`src/gsd_pkg.sv`:
```
// Purpose: Shared constants for the gain strap mode decoder
// Assumes: Gains are carried in tenths of a decibel
// Notes:   Codes and gain figures are fixed by the strap decode table
package gsd_pkg;
    // Gain-select codes
    localparam logic [1:0] GSD_CODE_LOW   = 2'h0;    // Lowest analog gain
    localparam logic [1:0] GSD_CODE_MID   = 2'h1;    // Middle analog gain
    localparam logic [1:0] GSD_CODE_HIGH  = 2'h2;    // Highest analog gain
    localparam logic [1:0] GSD_CODE_SOFT  = 2'h3;    // Software control mode
    // Analog modulator gains, tenths of dBV (19.2, 22.6, 25)
    localparam logic [9:0] GSD_ANA_LOW    = 10'h0c0; // 192
    localparam logic [9:0] GSD_ANA_MID    = 10'h0e2; // 226
    localparam logic [9:0] GSD_ANA_HIGH   = 10'h0fa; // 250
    // Digital boost, tenths of dB (+6 dB)
    localparam logic [9:0] GSD_BOOST      = 10'h03c; // 60
    // Volume reset value, tenths of dB (0 dB, unity)
    localparam logic [9:0] GSD_VOL_UNITY  = 10'h000;
    // Switching frequency multipliers of the sample rate
    localparam logic [4:0] GSD_FSW_LOWPIN = 5'h10;   // 16 x fs
    localparam logic [4:0] GSD_FSW_HIPIN  = 5'h08;   // 8 x fs
    // Reset value of the analog gain output
    localparam logic [9:0] GSD_ANA_RESET  = 10'h0c0;
    // Reset value of the digital path gain, boost plus unity volume (60)
    localparam logic [9:0] GSD_DIG_RESET  = 10'h03c;
    // Reset value of the total gain, digital plus code 00 analog gain (252)
    localparam logic [10:0] GSD_TOT_RESET = 11'h0fc;
    // Control mode
    typedef enum logic {GSD_HW, GSD_SW} gsd_mode_t;
endpackage : gsd_pkg

```
`src/gsd_sync2.sv`:
```
// Purpose: Two-stage synchroniser for a group of strap pins
// Assumes: Single clock, synchronous active-high reset
// Notes:   First stage is read only by the second stage
`timescale 1ns/1ns
module gsd_sync2 #(
    parameter int WIDTH = 4         // Number of bits
) (
    input  wire logic             sys_clk, // System clock
    input  wire logic             reset,   // Synchronous reset
    input  wire logic [WIDTH-1:0] asyncIn, // Pins from outside
    output logic      [WIDTH-1:0] syncOut  // Synchronised pins
);
    logic [WIDTH-1:0] meta_q;   // First stage
    logic [WIDTH-1:0] meta_d;   // First stage next value
    logic [WIDTH-1:0] sync_q;   // Second stage
    logic [WIDTH-1:0] sync_d;   // Second stage next value

    // Next values of both stages
    always_comb begin
        meta_d = asyncIn;
        sync_d = meta_q;
    end

    // Stage registers
    always_ff @(posedge sys_clk) begin
        if (reset) begin
            meta_q <= '0;
            sync_q <= '0;
        end else begin
            meta_q <= meta_d;
            sync_q <= sync_d;
        end
    end

    assign syncOut = sync_q;
endmodule // gsd_sync2

```
`src/gsd_gain_strap_mode_decoder.sv`:
```
// Purpose: Decodes gain, bridge and frequency strap pins into mode and gain settings
// Assumes: Strap pins are asynchronous and pass a two-flop synchroniser
// Notes:   Software-side gain arrives on plain ports from the control port logic
`timescale 1ns/1ns

// Overview of operation
// - Total gain is digital plus analog gain
// - Codes 00/01/10 give 19.2/22.6/25 dBV
// - Hardware mode boost fixed at +6 dB
// - Volume resets to unity, held in hardware
// - Code 11 selects software control mode
// - Software mode: bridge and frequency pins become I2C lines
// - Frequency pin low 16x, high 8x fs
// - Bridge pin high gives parallel mono
module gsd_gain_strap_mode_decoder import gsd_pkg::*; (
    input  wire logic       sys_clk,           // 100 MHz clock
    input  wire logic       reset,             // Synchronous reset, active high
    input  wire logic [1:0] gainSelectPins,    // Gain strap pins
    input  wire logic       bridgeModeOrClockPin,   // Bridge strap or I2C clock
    input  wire logic       switchFreqOrDataPin,    // Frequency strap or I2C data
    input  wire logic [9:0] swAnalogGain,      // Analog gain from control port
    input  wire logic [9:0] swDigitalBoost,    // Boost from control port
    input  wire logic [9:0] swVolume,          // Volume from control port
    input  wire logic       swParallelBridge,  // Bridge mode from control port
    input  wire logic [4:0] swSwitchMult,      // Switch multiplier from control port
    output logic            softwareMode,      // High in software control mode
    output logic            i2cClockEnable,    // Bridge pin routed as I2C clock
    output logic            i2cDataEnable,     // Frequency pin routed as I2C data
    output logic            i2cClock,          // I2C clock seen on the pin
    output logic            i2cDataIn,         // I2C data seen on the pin
    output logic [9:0]      analogModulatorGain, // Analog gain, 0.1 dBV
    output logic [9:0]      digitalPathGain,   // Boost plus volume, 0.1 dB
    output logic [9:0]      digitalBoost,      // Boost, 0.1 dB
    output logic [9:0]      volume,            // Volume, 0.1 dB
    output logic [10:0]     totalGain,         // Digital plus analog, 0.1 dB
    output logic            parallelBridgeLoad, // High for mono parallel bridge
    output logic [4:0]      switchFreqMult     // Switching frequency over fs
);
    // Synchronised pins; the straps are static board levels, so the code bits
    // pass the synchroniser side by side and a code change in mid-run may show
    // one mixed code for a single cycle before it settles
    logic [3:0]  pinsSync;   // Synchronised pins: code, bridge, frequency
    logic [1:0]  codeSync;   // Synchronised gain code
    logic        bridgeSync; // Synchronised bridge pin
    logic        freqSync;   // Synchronised frequency pin

    // Mode group
    gsd_mode_t   mode_d;     // Decoded control mode, same cycle
    logic        swFlag_q;   // High while in software control mode
    logic        swFlag_d;   // Next software mode flag

    // Gain group, all in tenths of a decibel
    logic [9:0]  ana_q;      // Analog modulator gain
    logic [9:0]  ana_d;      // Next analog gain
    logic [9:0]  boost_q;    // Digital boost
    logic [9:0]  boost_d;    // Next digital boost
    logic [9:0]  vol_q;      // Volume
    logic [9:0]  vol_d;      // Next volume
    logic [9:0]  dig_q;      // Digital path gain
    logic [9:0]  dig_d;      // Next digital path gain
    logic [10:0] tot_q;      // Total gain
    logic [10:0] tot_d;      // Next total gain

    // Strap function group
    logic        pbl_q;      // Parallel bridge select
    logic        pbl_d;      // Next bridge select
    logic [4:0]  fsw_q;      // Switching frequency multiple
    logic [4:0]  fsw_d;      // Next switching multiple

    // I2C line group
    logic        scl_q;      // I2C clock copy
    logic        scl_d;      // Next clock copy
    logic        sda_q;      // I2C data copy
    logic        sda_d;      // Next data copy

    // Maps a hardware gain code to analog gain
    function automatic logic [9:0] anaForCode(input logic [1:0] code);
        case (code)
            GSD_CODE_LOW:  anaForCode = GSD_ANA_LOW;
            GSD_CODE_MID:  anaForCode = GSD_ANA_MID;
            GSD_CODE_HIGH: anaForCode = GSD_ANA_HIGH;
            default:       anaForCode = GSD_ANA_HIGH;
        endcase
    endfunction

    // Sums two gains with one bit of growth
    function automatic logic [10:0] addGain(input logic [9:0] a, input logic [9:0] b);
        addGain = {1'b0, a} + {1'b0, b};
    endfunction

    // Pin synchroniser
    gsd_sync2 #(.WIDTH(4)) u_sync (
        .sys_clk (sys_clk),
        .reset   (reset),
        .asyncIn ({gainSelectPins, bridgeModeOrClockPin, switchFreqOrDataPin}),
        .syncOut (pinsSync)
    );

    assign codeSync   = pinsSync[3:2];
    assign bridgeSync = pinsSync[1];
    assign freqSync   = pinsSync[0];

    // Mode decode: code 11 hands gain control to the control port
    always_comb begin
        if (codeSync == GSD_CODE_SOFT) begin
            mode_d = GSD_SW;
        end else begin
            mode_d = GSD_HW;                                    // Straps keep control
        end
        swFlag_d = (mode_d == GSD_SW);
    end

    // Mode register; one flag drives the mode and both routing outputs
    always_ff @(posedge sys_clk) begin
        if (reset) begin
            swFlag_q <= 1'b0;                                   // Hardware mode out of reset
        end else begin
            swFlag_q <= swFlag_d;
        end
    end

    // Gain next values: strap table in hardware mode, control port in software mode
    always_comb begin
        case (mode_d)
            GSD_HW: begin
                ana_d   = anaForCode(codeSync);
                boost_d = GSD_BOOST;
                vol_d   = GSD_VOL_UNITY;
            end
            GSD_SW: begin
                ana_d   = swAnalogGain;
                boost_d = swDigitalBoost;                       // Control port boost
                vol_d   = swVolume;                             // Control port volume
            end
            default: begin
                ana_d   = GSD_ANA_RESET;                        // Unreachable, safe values
                boost_d = GSD_BOOST;
                vol_d   = GSD_VOL_UNITY;
            end
        endcase
        // Digital path is boost plus volume; the carry is dropped on purpose
        dig_d = 10'(addGain(boost_d, vol_d));
        // Total adds the analog gain with one bit of growth kept
        tot_d = addGain(dig_d, ana_d);
    end

    // Gain registers; hardware code 00 values out of reset
    always_ff @(posedge sys_clk) begin
        if (reset) begin
            ana_q   <= GSD_ANA_RESET;                           // Code 00 analog gain
            boost_q <= GSD_BOOST;
            vol_q   <= GSD_VOL_UNITY;
            dig_q   <= GSD_DIG_RESET;                           // Boost plus unity volume
            tot_q   <= GSD_TOT_RESET;                           // Digital plus code 00 gain
        end else begin
            ana_q   <= ana_d;
            boost_q <= boost_d;
            vol_q   <= vol_d;
            dig_q   <= dig_d;
            tot_q   <= tot_d;
        end
    end

    // Strap function next values: bridge mode and switching frequency
    always_comb begin
        case (mode_d)
            GSD_HW: begin
                pbl_d = bridgeSync;
                if (freqSync) begin
                    fsw_d = GSD_FSW_HIPIN;
                end else begin
                    fsw_d = GSD_FSW_LOWPIN;
                end
            end
            GSD_SW: begin
                pbl_d = swParallelBridge;                       // Pin now carries the clock
                fsw_d = swSwitchMult;                           // Pin now carries the data
            end
            default: begin
                pbl_d = 1'b0;                                   // Unreachable, stereo bridge
                fsw_d = GSD_FSW_LOWPIN;
            end
        endcase
    end

    // Strap function registers
    always_ff @(posedge sys_clk) begin
        if (reset) begin
            pbl_q <= 1'b0;                                      // Stereo bridge out of reset
            fsw_q <= GSD_FSW_LOWPIN;                            // 16 x fs out of reset
        end else begin
            pbl_q <= pbl_d;
            fsw_q <= fsw_d;
        end
    end

    // I2C line copies: the shared pins are read as bus lines only in software mode
    always_comb begin
        case (mode_d)
            GSD_SW: begin
                scl_d = bridgeSync;
                sda_d = freqSync;
            end
            default: begin
                scl_d = 1'b0;                                   // Lines read low while strapped
                sda_d = 1'b0;
            end
        endcase
    end

    // I2C line registers
    always_ff @(posedge sys_clk) begin
        if (reset) begin
            scl_q <= 1'b0;
            sda_q <= 1'b0;
        end else begin
            scl_q <= scl_d;
            sda_q <= sda_d;
        end
    end

    // Outputs straight from registers
    assign softwareMode        = swFlag_q;
    assign i2cClockEnable      = swFlag_q;
    assign i2cDataEnable       = swFlag_q;
    assign i2cClock            = scl_q;
    assign i2cDataIn           = sda_q;
    assign analogModulatorGain = ana_q;
    assign digitalPathGain     = dig_q;
    assign digitalBoost        = boost_q;
    assign volume              = vol_q;
    assign totalGain           = tot_q;
    assign parallelBridgeLoad  = pbl_q;
    assign switchFreqMult      = fsw_q;
endmodule // gsd_gain_strap_mode_decoder

```
`config.mk`:
```
export PLATFORM = sky130hd
export DESIGN_NAME = gsd_gain_strap_mode_decoder
export DESIGN_NICKNAME = d
export VERILOG_FILES = /design/src/gsd_pkg.sv /design/src/gsd_sync2.sv /design/src/gsd_gain_strap_mode_decoder.sv
export SDC_FILE = /design/constraint.sdc
export NUM_CORES = 1
export LEC_CHECK = 0
export ABC_CLOCK_PERIOD_IN_PS = 4200
export BUFFER_PORTS_ARGS = -buffer_cell sky130_fd_sc_hd__buf_4
export CORE_MARGIN = 8
export CORE_UTILIZATION = 49
export CTS_CLUSTER_DIAMETER = 30
export CTS_CLUSTER_SIZE = 40
export DETAILED_ROUTE_END_ITERATION = 10
export PLACE_DENSITY_LB_ADDON = 0.05
export SLEW_MARGIN = 25
export SYNTH_ARGS = -nofsm -noshare
export SYNTH_HDL_FRONTEND = slang
export SYNTH_SLANG_ARGS = --single-unit
```
`constraint.sdc`:
```
create_clock -name sys_clk -period 4.2 [get_ports sys_clk]
set_clock_uncertainty 0.05 [all_clocks]
set_input_delay 0.42 -clock sys_clk [delete_from_list [all_inputs] [get_ports sys_clk]]
set_output_delay 0.42 -clock sys_clk [all_outputs]
set_load 0.1 [all_outputs]
```
-- Yosys cells after proc, flatten, opt, wreduce, memory -nomap -nowiden
Index checks and enable logic that the tools add are counted.
- memories kept: 0
- ROM bits: 0
- logic and storage cells: 27
- bits in latches: 0
- register bits: 68
- bits of input ports: 42
- output and inout bits: 62
- RAM bits: 0
- shift-type cells: 0
- multiplexer cells: 8
- bitwise gates (word level): 1
- multipliers: 0
- $lt $le $gt $ge: 0
- add/subtract/negate cells: 2
- div/mod/pow operators: 0
- reduce and logical (&&, ||, !) cells: 2
- equal/unequal tests: 2
- operators by type and width (kind ; number):
    10-bit case mux with 2 select lines ; 3
    6-bit case mux with 2 select lines ; 1
    10-bit by 10-bit adder with 11-bit output ; 1
    10-bit adder ; 1
    5-bit case mux with 2 select lines ; 1
    5-bit 2-to-1 mux ; 1
    2-bit by 1-bit == test with 1-bit output (second input constant) ; 1
    2-bit == test (second input constant) ; 1
    2-bit logical NOT ; 1
    1-bit case mux with 2 select lines ; 1
    2-bit OR reduction ; 1
    1-bit 2-to-1 mux ; 1
    1-bit NOT ; 1

-- Depth between registers and ports, before layout
- word-level depth: 6
- depth in mapped cells: 16
- gate-level depth less buffers: 15

-- Modules after synthesis
From an unflattened synthesis, not the netlist that was laid out.
- cells, all modules: 302
- area, all modules: 2902.8 µm²
- modules (own cells, without submodules) (module ; cells an instance ; area an instance (µm²) ; sequential area each (µm²) ; times used):
    gsd_gain_strap_mode_decoder ; 286 ; 2692.6 ; 1201.2 ; 1
    gsd_sync2 ; 16 ; 210.2 ; 160.2 ; 1

-- Worst setup path before layout
Ideal clock, no wire load.
- path type: reg-to-reg
- start point: register u_sync.sync_q[2] (netlist: u_sync.syncOut[2])
- end point: register tot_q[9] (netlist: totalGain[9])
- stages on the path, launching flop included: 17
- required time: 4.021 ns
- arrival: 3.067 ns
- period minus slack after synthesis: 3.246 ns
- path buffers: 2
- path slack: 0.954 ns
- setup time: 0.129 ns
- cells stage by stage: dfxtp_1 > and2_1 > clkbuf_1 > clkbuf_1 > nand2_1 > fa_1 > nor2b_1 > o31a_2 > o21a_1 > nor2_2 > xnor2_1 > ha_1 > nand4_1 > and3_1 > a21oi_1 > o21ai_0 > nor3b_1
- longest elaborated chain between the ends: 6
- elaborated cells on any way between the ends: 11
- those cells by class: add/sub (2); eq/ne (2); mux (5); bitwise (1); reduce/logical (1)
- RTL lines (item ; RTL line ; text):
    from (decl) ; gsd_sync2.sv:15 ; logic [WIDTH-1:0] sync_q;
    from (signal assigned) ; gsd_sync2.sv:31 ; sync_q <= sync_d;
    2-bit == test (*) ; gsd_gain_strap_mode_decoder.sv:105 ; if (codeSync == GSD_CODE_SOFT) begin
    1-bit 2-to-1 mux (*) ; gsd_gain_strap_mode_decoder.sv:105 ;
    1-bit NOT ; -- ;
    10-bit case mux with 2 select lines ; gsd_gain_strap_mode_decoder.sv:124 ; case (mode_d)
    10-bit adder (*) ; gsd_gain_strap_mode_decoder.sv:88 ; addGain = {1'b0, a} + {1'b0, b};
    via dig_d[6] ; gsd_gain_strap_mode_decoder.sv:60 ; logic [9:0] dig_d;
    10-bit by 10-bit adder with 11-bit output (*) ; gsd_gain_strap_mode_decoder.sv:88 ;
    to (signal assigned) ; gsd_gain_strap_mode_decoder.sv:160 ; tot_q <= tot_d;
    to (decl) ; gsd_gain_strap_mode_decoder.sv:61 ; logic [10:0] tot_q;
Mark *: on every way through the listed nets, which the timed path passes. The rest lies on a longest branch.
A chain may end at the register's enable or synchronous reset.

-- Worst setup path in the final report
Same ends and word-level chain as after synthesis.

==> impl_metrics.yaml <==
clocking:
  tritoncts: "yes"
  cts_post_setup_buffers_inserted: 0
  post_cts.resized_instances: 0
  cts_buffers: 9
  worst_setup_hold_path_clk_slew_ns: 0.07
  clock_tree.root_cell: "sky130_fd_sc_hd__clkbuf_8"
  holdBufCountCts: 0
  h-tree-depth: 3
  total_number_of_clock_tree_sinks: 68
  worst_skew_pair.late_latency_ns: 0.34
  clk_path_buf_depth: 2
placement:
  place.detailed.hpwl_mm: 5.50
  port_buffers: 103
  post-place-cells: 466
  last_weighted_congestion_value_of_the_routability_driven_placer: 0.852
die:
  chipWidth_um: 93.0
  die-height_um: 93.0
  dieArea_sq_mm: 0.00865
  core_sq_mm: 0.00582
  initial_core_util: 0.500
  floorplan.io_pins: 104
  std_cell_rows: 28
timing:
  final_min_period_over_clock_period: 0.852
  hold_viol_final: 0
  timing.final.crit_period_ns: 3.58
  slew_violations: 0
  fmaxAchievable_mhz: 279
  max_slew.worst_pin.slew_ns: 0.918
  worst_slew_margin_rel: 0.387
  rsz0062_at_grt: "false"
  setup_total_negative_slack_ns: 0
  timing.final.setup_violations: 0
yosys:
  synth-seq-area-share: 0.468
  syn-cell-area_sq_mm: 0.00291
  synthDominantAreaCellType: "sky130_fd_sc_hd__dfxtp_1"
  cells_after_synthesis: 303
  dominant_cells_by_area_after_synthesis: "sky130_fd_sc_hd__dfxtp_1 (47%), sky130_fd_sc_hd__and3_1 (9.0%), sky130_fd_sc_hd__ha_1 (8.6%), sky130_fd_sc_hd__nor2b_1 (3.0%), sky130_fd_sc_hd__xnor2_1 (2.4%)"
  yosys_warnings: 0
  synth.net_count: 367
  synth.distinct_cells: 38
  synth_top_area_share: 0.468
  avgSynthCellArea_sq_um: 9.59
  synth-seq-cells: 68
grt:
  grt_antenna_before_repair: 0
  grt_use_total: 0.177
  largest_net_degree_at_the_start_of_global_routing: 40
  grt_pass1_wl_mm: 12.0
  first_global_vias: 2441
  grt_remaining_overflow: 0
pwr:
  leakagePower_nw: 1.96
  power_density_mw_per_mm2: 346
  irDropWorstVdd_mv: 0.228
detailed_routing:
  route.detailed.wl_per_inst_um: 15.5
  remaining_drc_errors: 0
  detailroute.via_count: 2406
  route.final.wire_length_mm: 7.47
  route.antenna.remaining_nets: 0
  vias_per_cell: 4.99
  detail_route.first_pass.iterations: 4
  initialDrtViolationCount: 94
outcome:
  status: "finished clean"
critical_path:
  cpPeakStageDelay_ns: 0.48
  timing_worst_setup_path_type: "flip-flop to flip-flop"
  critical-path-top-cell-by-count: "sky130_fd_sc_hd__buf_4"
  cp_cell_sequence: "buf_4 -> and2_1 -> buf_4 -> nand2_1 -> fa_1 -> nor2b_1 -> o31a_2 -> o21a_1 -> nor2_2 -> xnor2_1 -> ha_1 -> nand4_1 -> and3_1 -> a21oi_1 -> o21ai_0 -> nor3b_1"
  timing.critical_path.slowest_stage_cell: "sky130_fd_sc_hd__fa_1"
  worst-endpoint-required_ns: 4.37
  startpoint_type: "flip-flop"
  cp.arrival_ns: 3.75
  worstPathMaxFanout: 31
  crit_path_end_kind: "flip-flop"
layout:
  layout-area-overhead-vs-synth_pct: 34.5
  final_nets: 466
  stdcell_count: 482
  drive_gt1_frac: 0.327
  antenna_cells: 0
min_path:
  hp-class: "input pin to flip-flop"
run:
  cap_viol_max_count: 0
[per-layer routing]
| layer | GRT usage | wire [um] | vias to the layer above |
|---|---|---|---|
| met5 | 0 | 0 | - |
| li1 | - | - | 1238 |
| met4 | 0.0966 | 184 | 0 |
| met3 | 0.0601 | 539 | 16 |
| met1 | 0.210 | 3330 | 1068 |
| met2 | 0.278 | 3410 | 84 |
[state kept, by name (all words and copies together) (netlist names)]
signal / count
totalGain: 11
analogModulatorGain: 10
digitalBoost: 10
digitalPathGain: 10
volume: 10
switchFreqMult: 5
u_sync.meta_q: 4
u_sync.syncOut: 4
i2cClock: 1
i2cClockEnable: 1
i2cDataIn: 1
parallelBridgeLoad: 1
[area by class of cell]
type | instances | area [sq um]
clock buffer | 13 | 169
sequential | 68 | 1360
multi-input combinational | 209 | 1440
fill | 495 | 1910
inverter | 8 | 30.0
clock inverter | 3 | 20.0
tap | 75 | 93.8
timing repair buffer | 106 | 796
[worst max-delay path: cells and delay by family, from the launching register on]
kind,cells,cell delay (ns)
xor+xnor,1,0.13
fa+ha+maj,2,0.86
flops,1,0.31
simple gates,7,1.06
compound gates,4,0.55
buf+inv,2,0.50
[path summary, 6_finish.rpt]
path / from / to / slack (ns) / cells past startpoint
worst max register to register: u_sync.syncOut[2]$_SDFF_PP0_ / totalGain[9]$_SDFF_PP0_ / 0.62 / 16
worst min register to register: u_sync.meta_q[3]$_SDFF_PP0_ / u_sync.syncOut[3]$_SDFF_PP0_ / 0.39 / 1
worst max-delay path: u_sync.syncOut[2]$_SDFF_PP0_ / totalGain[9]$_SDFF_PP0_ / 0.62 / 16
worst min-delay path: swDigitalBoost[5] / digitalBoost[5]$_SDFF_PP1_ / 0.22 / 2
[logic make-up after synthesis]
logic type | Yosys count | share of synthesized area
and+or+nand+nor | 123 | 0.241
DFF | 68 | 0.468
AOI/OAI and AO/OA | 50 | 0.111
buffers and inverters | 26 | 0.0362
adders and majority gates | 22 | 0.0999
xor gates and xnor gates | 12 | 0.0362
muxes | 2 | 0.00775
[layout by cell type (no fill, tap or decap), types with 2 or more instances in the layout]
master,synthesis,layout
sky130_fd_sc_hd__xor2_1,4,4
sky130_fd_sc_hd__dfxtp_1,68,68
sky130_fd_sc_hd__fa_1,2,2
sky130_fd_sc_hd__nor2_1,12,12
sky130_fd_sc_hd__clkinvlp_4,0,2
sky130_fd_sc_hd__o31ai_1,2,2
sky130_fd_sc_hd__clkbuf_8,0,12
sky130_fd_sc_hd__a31oi_1,2,2
sky130_fd_sc_hd__or2_2,5,5
sky130_fd_sc_hd__nand4_1,3,3
sky130_fd_sc_hd__nor2b_1,14,14
sky130_fd_sc_hd__and2_1,8,8
sky130_fd_sc_hd__buf_4,2,106
sky130_fd_sc_hd__nand2b_1,7,7
sky130_fd_sc_hd__o21a_1,7,7
sky130_fd_sc_hd__nor3_1,4,4
sky130_fd_sc_hd__or3_1,6,6
sky130_fd_sc_hd__xnor2_1,8,8
sky130_fd_sc_hd__a21oi_1,11,11
sky130_fd_sc_hd__a21boi_0,3,3
sky130_fd_sc_hd__a211oi_1,3,3
sky130_fd_sc_hd__o21ai_0,13,13
sky130_fd_sc_hd__ha_1,20,20
sky130_fd_sc_hd__a21o_1,3,3
sky130_fd_sc_hd__and3_1,42,42
sky130_fd_sc_hd__mux2_2,2,2
sky130_fd_sc_hd__nand3_1,2,2
sky130_fd_sc_hd__nand2_1,16,16
sky130_fd_sc_hd__inv_1,8,8
[report_power, final]
group / leakage (nW) / internal (W) / switching [W]
sequential: 0.552 / 0.000658 / 0.00000394
clock: 0.0917 / 0.000262 / 0.000239
combinational: 1.32 / 0.0000633 / 0.000127
total: 1.96 / 0.000983 / 0.000371
[stage by stage]
| step | total power [W] | cell area, sq um | utilization | hold WS, ns | setup slack, ns |
|---|---|---|---|---|---|
| global route | 0.00140 | 3910 | 0.672 | 0.211 | 0.258 |
| floorplan | 0.000803 | 2910 | - | 0.364 | 0.954 |
| detailed placement | 0.000867 | 3720 | 0.640 | 0.378 | 0.626 |
| global placement | 0.000865 | 3720 | 0.640 | 0.366 | 0.739 |
| CTS | 0.00136 | 3910 | 0.672 | 0.210 | 0.606 |
| finish | 0.00135 | 3910 | 0.672 | 0.220 | 0.621 |
[Yosys cell counts (all sizes together)]
library cell	number
dfxtp	68
and3	42
ha	20
clkbuf	16
nand2	16
nor2b	14
o21ai	14
nor2	13
a21oi	11
and2	8
inv	8
xnor2	8
nand2b	7
o21a	7
or3	6
or2	5
a21o	4
nor3	4
xor2	4
a211oi	3
a21boi	3
nand4	3
a31oi	2
buf	2
fa	2
mux2	2
nand3	2
o31ai	2
a221oi	1
nand3b	1
nor3b	1
nor4	1
o211ai	1
o21bai	1
o31a	1
Power figures use the tool's default switching activity.
